`src/pdm_defines.svh`:
```
`ifndef PDM_DEFINES_SVH
`define PDM_DEFINES_SVH

// Decimation and sample format
`define PDM_OSR           64
`define PDM_CIC_N         4
`define PDM_ACC_W         26
`define PDM_PCM_W         24
`define PDM_SLOT_W        64

// Frame counts for start-up and relock, minimum bits per frame
`define PDM_START_FRAMES  5'h10
`define PDM_RELOCK_FRAMES 5'h04
`define PDM_VALID_FRAMES  7'h3F
`define PDM_MIN_BITS      10'h040

// Clock-loss watchdog
`define MIC_CLOCK_OUT_NS        40
`define PDM_STOP_NS       4000
`define PDM_STOP_CYC      (`PDM_STOP_NS / `MIC_CLOCK_OUT_NS)

`define PDM_FIFO_DEPTH    8

`endif

```
`src/pdm_pkg.sv`:
```
package pdm_pkg;

  typedef enum logic [2:0] {
    ST_OFF  = 3'h1,
    ST_WAIT = 3'h2,
    ST_RUN  = 3'h4
  } pdm_state_t;

endpackage

```
`src/pdm_dec_top.sv`:
```
// Function
// - Decimate each PDM channel by a fixed 64, no other ratio.
// - Passband flat within -0.1/+0.01 dB up to 0.45 fs.
// - Valid PCM appears within 63 to 64 frames after clocks start.
// - Work for bit clocks to 24.576 MHz and frame rates 4 to 96 kHz.
// - Frame sync sampled on bit clock rising edge.
// - Serial data changes only after bit clock falling edges, or clears to 0 on entering shutdown.
// - Mic data captured on both edges of generated mic clock.
// - Serial port is slave only; bit clock and frame sync are inputs.
// - Loss of bit clock and frame sync drops into low-power shutdown.
// - Detect bits per frame; mic clock runs at 64 times frame rate when bits per frame is a multiple of 64.
// - Falling-edge data feeds channel 0, rising-edge data channel 1.
// - Each channel is held in 26-bit accumulators internally and output as a 24-bit PCM word.
// - Wait for the 16th frame sync (15 whole frames) after clocks arrive before driving mic clock.
`timescale 1ns/1ps
`include "pdm_defines.svh"
module pdm_dec_top
  import pdm_pkg::*;
(
  input  wire logic CLK_SYS,
  input  wire logic SYS_RST,
  input  wire logic CE,
  input  wire logic BCLK_IN,
  input  wire logic FRAME_SYNC_IN,
  input  wire logic MIC_BITSTREAM_IN,
  output logic      MIC_CLOCK_OUT,
  output logic      SERIAL_AUDIO_OUT,
  output logic      LOW_POWER_OUT
);
  localparam int AW = `PDM_ACC_W;
  localparam int PW = `PDM_PCM_W;
  localparam int NS = `PDM_CIC_N;

  function automatic logic signed [PW-1:0] comp_sat(input logic signed [AW-1:0] a,
                                                    input logic signed [AW-1:0] b,
                                                    input logic signed [AW-1:0] c);
    logic signed [AW+3:0] s;
    s = (AW+4)'(b) * 10 - (AW+4)'(a) - (AW+4)'(c);
    s = s >>> 4;
    if (s > (AW+4)'(8388607)) return 24'h7F_FFFF;
    if (s < -(AW+4)'(8388608)) return 24'h80_0000;
    return s[PW-1:0];
  endfunction

  // Pin synchronisers, stage 1 read only by stage 2
  logic [2:0] bclk_sq_q, bclk_sq_d;
  logic [1:0] fs_sq_q, fs_sq_d;
  logic [1:0] dat_sq_q, dat_sq_d;
  logic       b_rise, b_fall, frame_start;

  pdm_state_t st_q, st_d;
  logic [9:0] bcnt_q, bcnt_d, bits_q, bits_d;
  logic [3:0] ecnt_q, ecnt_d, k;
  logic [7:0] idle_q, idle_d;
  logic [4:0] wcnt_q, wcnt_d, wtgt_q, wtgt_d;
  logic [6:0] fcnt_q, fcnt_d;
  logic [`PDM_SLOT_W-1:0] sh_q, sh_d;
  logic       fs_last_q, fs_last_d, pdm_q, pdm_d, sd_q, sd_d, tog;

  logic signed [AW-1:0] integ_q [2][NS];
  logic signed [AW-1:0] integ_d [2][NS];
  logic signed [AW-1:0] dly_q [2][NS];
  logic signed [AW-1:0] dly_d [2][NS];
  logic signed [AW-1:0] h1_q [2];
  logic signed [AW-1:0] h1_d [2];
  logic signed [AW-1:0] h2_q [2];
  logic signed [AW-1:0] h2_d [2];
  logic signed [AW-1:0] cv [2];
  logic signed [AW-1:0] x;
  logic [PW-1:0] pcm [2];
  logic [5:0]  dcnt_q, dcnt_d;
  logic        cap_ch1, dec_evt;
  logic        f_in_rdy, f_out_vld, f_pop;
  logic [2*PW-1:0] f_out_data;

  assign b_rise      = bclk_sq_q[1] & ~bclk_sq_q[2];
  assign b_fall      = ~bclk_sq_q[1] & bclk_sq_q[2];
  assign frame_start = b_rise & fs_sq_q[1] & ~fs_last_q;
  assign k           = bits_q[9:6];
  assign f_pop       = frame_start & f_out_vld;

  assign MIC_CLOCK_OUT    = pdm_q;
  assign SERIAL_AUDIO_OUT = sd_q;
  assign LOW_POWER_OUT    = st_q[0];

  // Link sampling, frame tracking, mic clock and serial output
  always_comb begin
    bclk_sq_d = {bclk_sq_q[1:0], BCLK_IN};
    fs_sq_d   = {fs_sq_q[0], FRAME_SYNC_IN};
    dat_sq_d  = {dat_sq_q[0], MIC_BITSTREAM_IN};
    st_d      = st_q;
    bcnt_d    = bcnt_q;
    bits_d    = bits_q;
    ecnt_d    = ecnt_q;
    wcnt_d    = wcnt_q;
    wtgt_d    = wtgt_q;
    fcnt_d    = fcnt_q;
    sh_d      = sh_q;
    fs_last_d = fs_last_q;
    pdm_d     = pdm_q;
    sd_d      = sd_q;
    tog       = 1'b0;
    idle_d    = (b_rise | b_fall) ? '0 :
                (idle_q == 8'(`PDM_STOP_CYC)) ? idle_q : idle_q + 1'b1;
    if (b_rise) begin
      fs_last_d = fs_sq_q[1];
      bcnt_d    = frame_start ? '0 : bcnt_q + 1'b1;
    end
    if (frame_start) begin
      bits_d = bcnt_q + 1'b1;
      if (fcnt_q != 7'h7F) fcnt_d = fcnt_q + 1'b1;
      sh_d = (f_out_vld && fcnt_q >= `PDM_VALID_FRAMES) ?
             {f_out_data[2*PW-1:PW], 8'h00, f_out_data[PW-1:0], 8'h00} : '0;
    end else if (b_fall) begin
      sd_d = sh_q[`PDM_SLOT_W-1];
      sh_d = {sh_q[`PDM_SLOT_W-2:0], 1'b0};
    end
    case (st_q)
      ST_OFF: begin
        if (b_rise | b_fall) begin
          st_d   = ST_WAIT;
          wcnt_d = '0;
          wtgt_d = `PDM_START_FRAMES;
        end
      end
      ST_WAIT: begin
        if (frame_start) begin
          wcnt_d = wcnt_q + 1'b1;
          if (wcnt_d >= wtgt_q && bits_d >= `PDM_MIN_BITS) begin
            st_d   = ST_RUN;
            ecnt_d = '0;
          end
        end
      end
      ST_RUN: begin
        if (b_rise | b_fall) begin
          if (ecnt_q + 1'b1 >= k) begin
            ecnt_d = '0;
            pdm_d  = ~pdm_q;
            tog    = 1'b1;
          end else begin
            ecnt_d = ecnt_q + 1'b1;
          end
        end
        if (frame_start && bits_d != bits_q) begin
          st_d   = ST_WAIT;
          pdm_d  = 1'b0;
          tog    = 1'b0;
          wcnt_d = '0;
          wtgt_d = `PDM_RELOCK_FRAMES;
        end
      end
      default: st_d = ST_OFF;
    endcase
    // A fresh edge in shutdown must win, or the first edge is lost
    if (idle_q == 8'(`PDM_STOP_CYC) && !(b_rise | b_fall)) begin
      st_d   = ST_OFF;
      pdm_d  = 1'b0;
      sd_d   = 1'b0;
      sh_d   = '0;
      fcnt_d = '0;
      tog    = 1'b0;
    end
  end

  always_ff @(posedge CLK_SYS) begin
    if (SYS_RST) begin
      bclk_sq_q <= '0;
      fs_sq_q   <= '0;
      dat_sq_q  <= '0;
      st_q      <= ST_OFF;
      bcnt_q    <= '0;
      bits_q    <= '0;
      ecnt_q    <= '0;
      idle_q    <= '0;
      wcnt_q    <= '0;
      wtgt_q    <= `PDM_START_FRAMES;
      fcnt_q    <= '0;
      sh_q      <= '0;
      fs_last_q <= 1'b0;
      pdm_q     <= 1'b0;
      sd_q      <= 1'b0;
    end else if (CE) begin
      bclk_sq_q <= bclk_sq_d;
      fs_sq_q   <= fs_sq_d;
      dat_sq_q  <= dat_sq_d;
      st_q      <= st_d;
      bcnt_q    <= bcnt_d;
      bits_q    <= bits_d;
      ecnt_q    <= ecnt_d;
      idle_q    <= idle_d;
      wcnt_q    <= wcnt_d;
      wtgt_q    <= wtgt_d;
      fcnt_q    <= fcnt_d;
      sh_q      <= sh_d;
      fs_last_q <= fs_last_d;
      pdm_q     <= pdm_d;
      sd_q      <= sd_d;
    end
  end

  // Fourth-order CIC by 64 plus droop compensator, both channels
  always_comb begin
    integ_d = integ_q;
    dly_d   = dly_q;
    h1_d    = h1_q;
    h2_d    = h2_q;
    dcnt_d  = dcnt_q;
    cap_ch1 = ~pdm_q;
    x       = dat_sq_q[1] ? AW'(1) : -AW'(1);
    dec_evt = tog & cap_ch1 & (dcnt_q == 6'h3F);
    for (int c = 0; c < 2; c++) begin
      cv[c] = integ_q[c][NS-1];
      for (int s = 0; s < NS; s++) begin
        if (dec_evt && f_in_rdy) dly_d[c][s] = cv[c];
        cv[c] = cv[c] - dly_q[c][s];
      end
      pcm[c] = comp_sat(cv[c], h1_q[c], h2_q[c]);
      if (dec_evt && f_in_rdy) begin
        h1_d[c] = cv[c];
        h2_d[c] = h1_q[c];
      end
    end
    if (tog) begin
      for (int c = 0; c < 2; c++) begin
        if ((c == 1) == cap_ch1) begin
          integ_d[c][0] = integ_q[c][0] + x;
          for (int s = 1; s < NS; s++) integ_d[c][s] = integ_q[c][s] + integ_q[c][s-1];
        end
      end
      if (cap_ch1) dcnt_d = dcnt_q + 1'b1;
    end
  end

  always_ff @(posedge CLK_SYS) begin
    if (SYS_RST) begin
      integ_q <= '{default: '0};
      dly_q   <= '{default: '0};
      h1_q    <= '{default: '0};
      h2_q    <= '{default: '0};
      dcnt_q  <= '0;
    end else if (CE) begin
      integ_q <= integ_d;
      dly_q   <= dly_d;
      h1_q    <= h1_d;
      h2_q    <= h2_d;
      dcnt_q  <= dcnt_d;
    end
  end

  pdm_fifo #(
    .W (2*PW),
    .D (`PDM_FIFO_DEPTH)
  ) u_fifo (
    .clk      (CLK_SYS),
    .rst      (SYS_RST),
    .ce       (CE),
    .clr      (st_q == ST_OFF),
    .in_vld   (dec_evt),
    .in_rdy   (f_in_rdy),
    .in_data  ({pcm[0], pcm[1]}),
    .out_vld  (f_out_vld),
    .out_rdy  (f_pop),
    .out_data (f_out_data)
  );

  // Helper: mic clock rises between two decimated outputs
  logic [7:0] rcnt_q;
  always_ff @(posedge CLK_SYS) begin
    if (SYS_RST) rcnt_q <= '0;
    else if (CE && dec_evt) rcnt_q <= '0;
    else if (CE && tog && cap_ch1) rcnt_q <= rcnt_q + 1'b1;
  end
endmodule

```
`src/pdm_fifo.sv`:
```
`timescale 1ns/1ps
module pdm_fifo #(
  parameter int W = 48,
  parameter int D = 8
) (
  input  wire logic         clk,
  input  wire logic         rst,
  input  wire logic         ce,
  input  wire logic         clr,
  input  wire logic         in_vld,
  output logic              in_rdy,
  input  wire logic [W-1:0] in_data,
  output logic              out_vld,
  input  wire logic         out_rdy,
  output logic [W-1:0]      out_data
);
  localparam int AW = $clog2(D);

  logic [W-1:0]  mem [D];
  logic [AW-1:0] wr_q, wr_d, rd_q, rd_d;
  logic [AW:0]   cnt_q, cnt_d;
  logic          push, pop;

  assign in_rdy   = (cnt_q != D[AW:0]);
  assign out_vld  = (cnt_q != '0);
  assign out_data = mem[rd_q];
  assign push     = in_vld & in_rdy;
  assign pop      = out_vld & out_rdy;

  always_comb begin
    wr_d  = wr_q;
    rd_d  = rd_q;
    cnt_d = cnt_q;
    if (clr) begin
      wr_d  = '0;
      rd_d  = '0;
      cnt_d = '0;
    end else begin
      if (push) wr_d = (wr_q == AW'(D - 1)) ? '0 : wr_q + 1'b1;
      if (pop) rd_d = (rd_q == AW'(D - 1)) ? '0 : rd_q + 1'b1;
      if (push && !pop) cnt_d = cnt_q + 1'b1;
      else if (pop && !push) cnt_d = cnt_q - 1'b1;
    end
  end

  always_ff @(posedge clk) begin
    if (rst) begin
      wr_q  <= '0;
      rd_q  <= '0;
      cnt_q <= '0;
    end else if (ce) begin
      wr_q  <= wr_d;
      rd_q  <= rd_d;
      cnt_q <= cnt_d;
    end
  end

  always_ff @(posedge clk) begin
    if (ce && push && !clr) mem[wr_q] <= in_data;
  end

endmodule

```
`config.mk`:
```
export PLATFORM = sky130hd
export DESIGN_NAME = pdm_dec_top
export DESIGN_NICKNAME = d
export VERILOG_FILES = /design/src/pdm_pkg.sv /design/src/pdm_dec_top.sv /design/src/pdm_fifo.sv
export VERILOG_INCLUDE_DIRS = /design/src /design/src/src
export SDC_FILE = /design/constraint.sdc
export NUM_CORES = 2
export LEC_CHECK = 0
export ABC_AREA = 1
export BUFFER_PORTS_ARGS = -buffer_cell sky130_fd_sc_hd__buf_2
export CELL_PAD_IN_SITES_DETAIL_PLACEMENT = 0
export CELL_PAD_IN_SITES_GLOBAL_PLACEMENT = 2
export CORE_UTILIZATION = 36
export DETAILED_ROUTE_END_ITERATION = 10
export PLACE_DENSITY = 0.86
export SLEW_MARGIN = 0
export SYNTH_ARGS = -nofsm -noshare
export SYNTH_HDL_FRONTEND = slang
export SYNTH_SLANG_ARGS = --single-unit
```
`constraint.sdc`:
```
create_clock -name CLK_SYS -period 8.3 [get_ports CLK_SYS]
set_clock_uncertainty 0.15 [all_clocks]
set_input_delay 0.83 -clock CLK_SYS [delete_from_list [all_inputs] [get_ports CLK_SYS]]
set_output_delay 0.83 -clock CLK_SYS [all_outputs]
set_load 0.01 [all_outputs]
```
======== Word-level counts from Yosys, hierarchy flattened ========
Memories as Yosys holds them, arrays and structs flattened. A register that Yosys moved wholly into a read port is not among the register bits.
Index checks and enable logic that the tools add are counted.
storage, ports and cells
  bits in writable memories ............... 384
  memories ................................ 1
  output and inout port bits .............. 3
  bits in registers ....................... 662
  logic and storage cells ................. 228
  input bits .............................. 6
cells by class
  bitwise logic cells ..................... 14
  add/sub/neg operators ................... 30
  equality and inequality tests ........... 21
  order comparisons ....................... 8
  reductions and logical operators ........ 43
  $mul .................................... 2
  muxes and demuxes ....................... 70
memories
  name        words  bits a word  read ports  clocked after memory_dff  wr ports  line            source
  u_fifo.mem  8      48           1           1                         1         pdm_fifo.sv:19  logic [W-1:0] mem [D];
operators with widths
  cell                                                  number
  two-way mux 64 bit                                    4
  adder 26 bit                                          8
  subtractor 26 bit                                     8
  two-way mux 24 bit                                    8
  subtractor 30 x 26 -> 30 bit                          4
  multiplier 26 x 4 -> 29 bit, second input constant    2
  > comparator 26 x 24 -> 1 bit, second input constant  2
  < comparator 26 x 24 -> 1 bit, second input constant  2
  two-way mux 3 bit                                     13
  two-way mux 4 bit                                     7
  two-way mux 26 bit                                    1
  two-way mux 5 bit                                     5
  two-way mux 1 bit                                     21
  two-way mux 7 bit                                     3
  two-way mux 10 bit                                    2
  two-way mux 8 bit                                     2
  nonzero test 2 bit                                    8
  case mux 5 bit (3 select lines)                       1
  AND reduction 5 bit                                   3
  nonzero test 3 bit                                    5
  AND reduction 2 bit                                   7
  != test 3 bit, second input constant                  4
  AND reduction 3 bit                                   4
  adder 10 x 1 -> 10 bit, second input constant         1
  31 further kinds                                      63

======== Logic depth before layout (Yosys ltp) ========
  depth after elaboration ................. 18
  depth in mapped cells ................... 57
  mapped depth without buffers ............ 56

======== Modules after synthesis ========
A second synthesis with hierarchy kept.
unflattened totals
  cell total of the unflattened synthesis .. 8671
  area total of the unflattened synthesis .. 66706.5 µm²
by module, submodules not included
  module       times used  seq. area each (µm²)  cells each  area each (µm²)
  pdm_dec_top  1           12832.3               7477        51104.0
  pdm_fifo     1           11791.3               1194        15602.5

======== Worst setup path after synthesis ========
Ideal clock, no wire load.
  kind .................................... register to register
  start point ............................. reg integ_q[104] (netlist name)
  end point ............................... mem u_fifo.mem[0][27] (data pin)
  library setup time ...................... 285 ps
  arrival time ............................ 8468 ps
  slack ................................... -602 ps
  stages on the path, launching flop included .. 52
  period minus slack after synthesis ...... 8902 ps
  buffers on the path ..................... 1
  required time ........................... 7865 ps
  cell sequence ........................... dfxtp_1 -> inv_1 -> ha_1 -> inv_1 -> fa_1 -> a21oi_1 -> o21bai_1 -> a21oi_1 -> o21ai_0 -> a21boi_0 -> xor2_1 -> inv_1 -> ha_1 -> nand2_1 -> inv_1 -> nand2_1 -> o211ai_1 -> a21oi_1 -> [16 not listed] -> o21bai_1 -> nand3_1 -> inv_1 -> nand2_1 -> nand2_1 -> fa_1 -> inv_1 -> ha_1 -> a21oi_1 -> o21bai_1 -> a221oi_1 -> o21ai_0 -> a41oi_1 -> xor2_1 -> inv_1 -> o21ai_1 -> buf_2 -> nand2_1
RTL lines
  item                    line                source
  from (decl)             pdm_dec_top.sv:60   logic signed [AW-1:0] integ_q [2][NS];
  from (signal assigned)  pdm_dec_top.sv:243  integ_q <= integ_d;
  to (decl)               pdm_fifo.sv:19

==> summary.md <==
| Metric | Value |
|---|---|
| Status | `finished with violations` |
| Failing checks | `setup timing` |
| Final Max Tran Viols | `0` |
| Clock Tree Buf Depth | `3` |
| WS Path Type | `flip-flop to flip-flop` |
| Hold Path Sink | `fs_sq_q[0]` |
| Crit-path slowest cell | `fa_1` |
| Initial core utilization | `0.364` |
| Worst-skew pair later-pin latency | `0.79 ns` |
| Area of the multi-input gates | `0.0399 sq mm` |
| Cells after synthesis | `8072` |
| Synth warn | `0` |
| # rows | `155` |
| Clk root buf | `clkbuf_16` |
| Yosys top cell by area | `dfxtp_1` |
| Startpoint types | `flip-flop` |
| Max-cap violation count | `0` |
| Die ar. | `0.183 sq mm` |
| Post-route ant nets | `0` |
| Share of layout cells above drive strength 1 | `0.193` |
| GRT overflow | `0` |
| Max frequency | `116 MHz` |
| Post-synthesis cell area | `0.0651 sq mm` |
| Crit-path max FO | `8` |
| XOR/XNOR Fraction of Synth Area | `0.0668` |
| Placer congestion estimate | `0.877` |
| Compound-cell area share of the yosys netlist | `0.195` |
| Post-DP HPWL | `122000 microns` |
| Most frequent cells in the layout | `1121 x a21oi_1, 1099 x nand2_1, 885 x o21ai_0` |
| GRT Total Usage | `0.189` |
| Post-synth cell types | `55` |
| RSZ-0062 raised after global routing | `yes` |
| CP Capture Type | `flip-flop` |
| Fin crit share | `1.04` |
| CTS clock-pin slew for the worst setup and hold paths | `0.06 ns` |
| Via count | `56197` |
| Adder-cell share of the synthesized area | `0.134` |
| Ports | `9` |
| Clock buffer count from CTS | `115` |
| Main synth FF type | `dfxtp_1` |
| Fin nets | `9475` |
| Most used cell, CP | `buf_4` |
| Initial antenna violation count | `0` |
| Synth Area in Simple Gates | `0.141` |
| DRC Markers | `0` |
| HP Class | `primary input to flip-flop` |
| Clock sinks | `1038` |
| Filler Cells Inserted | `17417` |
| R2R cell count | `49` |
| FF+latch area | `0.0246 sq mm` |
| CP required | `8.67 ns` |
| Hold Fails Final Rpt | `0` |
| Slew margin rel. | `0.319` |
| # setup viols final | `368` |
| Largest family of logic cells by synthesized area | `compound AO/OA/AOI/OAI gates` |
| Core ar. | `0.179 sq mm` |
| Via density | `4.99` |
| Worst reg-to-reg setup slack | `-0.31 ns` |
| Seq/Total Area, Yosys | `0.378` |
| Hold Crit Depth | `3` |
| Hold Path Origin | `FRAME_SYNC_IN` |
| Crit path DAT | `8.98 ns` |
| Multiplexer share of the synthesized area | `0.0155` |
| # diodes | `0` |
| Yosys top cell area share | `0.201` |
| Synth async-reset ratio | `0` |
| PnR worst setup slack | `-0.305 ns` |
| Port Buf Inserts | `8` |
| H-tree Lvls | `3` |
| Avg WL per Cell | `15.5 microns` |
| Post-synth EDFFs | `384` |
| Synth area leaders | `dfxtp_1 20%, edfxtp_1 18%, ha_1 11%, a21oi_1 9.3%, nand2_1 7.2%` |
| Synth Register Bits | `1038` |
| CTS tree | `yes` |
| Final Util | `0.457` |
| Die Wd | `427 microns` |
| DRT iter0 DRCs | `2723` |
| Pin count of the biggest net entering global routing | `243` |
| Synthesis-to-layout area growth | `25.6%` |
| R2R Path End | `u_fifo.mem[6][29]` |
| Total wire length | `175000 microns` |
| Worst R2R Start | `integ_q[104]` |
| Crit-path max cell delay | `0.45 ns` |
| Vias in the first global route | `55135` |
| First-pass GRT wire length | `283000 microns` |
| Syn_nets | `8732` |
| Tmin final | `8.61 ns` |
| Syn_area_per_cell | `8.07 sq um` |
| Die height | `427 microns` |
| First-pass DRT Iterations | `7` |
| Commonest non-fill, non-tap cell in the layout | `a21oi_1` |
| Slew @ Worst Pin | `1.02 ns` |
[sequential cells by signal (all words and copies together), names as in the netlist, 8 cells and up, named ones only]
register	cells
h2_q	52
u_fifo.mem	384
idle_q	8
integ_q	208
h1_q	52
sh_q	56
bits_q	10
bcnt_q	10
dly_q	208
[layout make-up]
| type | instances | share of cell area |
|---|---|---|
| Clock buffer | 143 | 0.0379 |
| Clock inverter | 70 | 0.00996 |
| Inverter | 841 | 0.0389 |
| Multi-Input combinational cell | 5906 | 0.488 |
| Sequential cell | 1038 | 0.301 |
| Tap cell | 2355 | 0.0360 |
| Timing Repair Buffer | 913 | 0.0880 |
[critical path, delay by kind of cell, from the launching register on]
kind / cells / cell delay, ns
flops: 1 / 0.32
simple gates: 9 / 1.09
fa+ha+maj: 7 / 2.30
buf+inv: 16 / 1.99
xor+xnor: 5 / 0.66
compound gates: 12 / 1.82
[how the worst max path moves through the flow]
stage            startpoint           endpoint  slack [ns]  depth (start not counted)
3_5_place_dp   integ_q[104]  u_fifo.mem[4][38]       -1.07                         47
5_1_grt        integ_q[104]  u_fifo.mem[0][38]       -0.78                         52
6_report       integ_q[104]  u_fifo.mem[6][29]       -0.31                         49
2_1_floorplan  integ_q[106]  u_fifo.mem[0][27]        0.02                         48
3_3_place_gp   integ_q[104]  u_fifo.mem[2][29]       -0.94                         52
4_1_cts        integ_q[104]  u_fifo.mem[0][37]       -0.30                         51
[cell families (layout without fill, tap and decap cells)]
family | count (synthesis) | in the layout
AND/OR/NAND/NOR | 2249 | 2249
multiplexers | 96 | 96
AO/OA/AOI/OAI | 2410 | 2410
buffers and inverters | 1128 | 1967
flip-flops | 1038 | 1038
adder cells (fa/ha/maj) | 654 | 654
XOR/XNOR | 497 | 497
[synth_stat cells (4+ instances only)]
master and count:
fa_1 73, a21oi_1 1208, a21o_1 26, nand3_1 294
ha_1 581, xnor2_1 215, a211oi_1 16, nor4_1 40
nand3b_1 4, buf_2 55, o31ai_1 17, inv_2 5
nor3_1 65, o221ai_1 4, o21a_1 30, a31oi_1 55
a21boi_0 16, mux2_2 40, o21ai_0 930, a221oi_1 8
edfxtp_1 384, a21oi_2 4, o21ai_1 8, clkbuf_1 166
buf_6 23, buf_4 14, o21bai_1 40, inv_1 836
or2_2 5, dfxtp_1 654, buf_1 29, o211ai_1 35
mux2i_1 56, nand4_1 44, nand2_1 1255, xor2_1 282
nor2_1 528
[metrics by stage]
| stage | area [sq um] | setup WS [ns] | hold slack [ns] | instances | setup TNS, ns |
|---|---|---|---|---|---|
| finish | 81800 | -0.305 | 0.165 | 11266 | -84.97 |
| global route | 81800 | -0.782 | 0.138 | 11266 | -252.80 |
| CTS | 79900 | -0.296 | 0.0942 | 11248 | -68.91 |
| detailed placement | 73100 | -1.07 | 0.299 | 10956 | -389.79 |
| global placement | 73100 | -0.941 | 0.291 | 10956 | -317.52 |
| floorplan | 65200 | 0.0214 | 0.272 | 8072 | 0 |
[per-layer routing]
layer	up-vias	GRT usage	share of wire
met4	0	0.0440	0.024
li1	29151	-	-
met5	-	0	0
met3	223	0.0213	0.028
met1	26200	0.238	0.45
met2	623	0.342	0.49
[repair_timing]
action,4_1_cts,5_1_grt
setup buffers,75,23
endpoints found under the setup margin,384,384
gates resized for setup,445,332
gates cloned,8,0
pin swaps,147,174
hold buffers,0,0
Power is left out: the tool's default activity adds up to more than one toggle a clock period on the data nets, which glitch-free logic cannot reach.
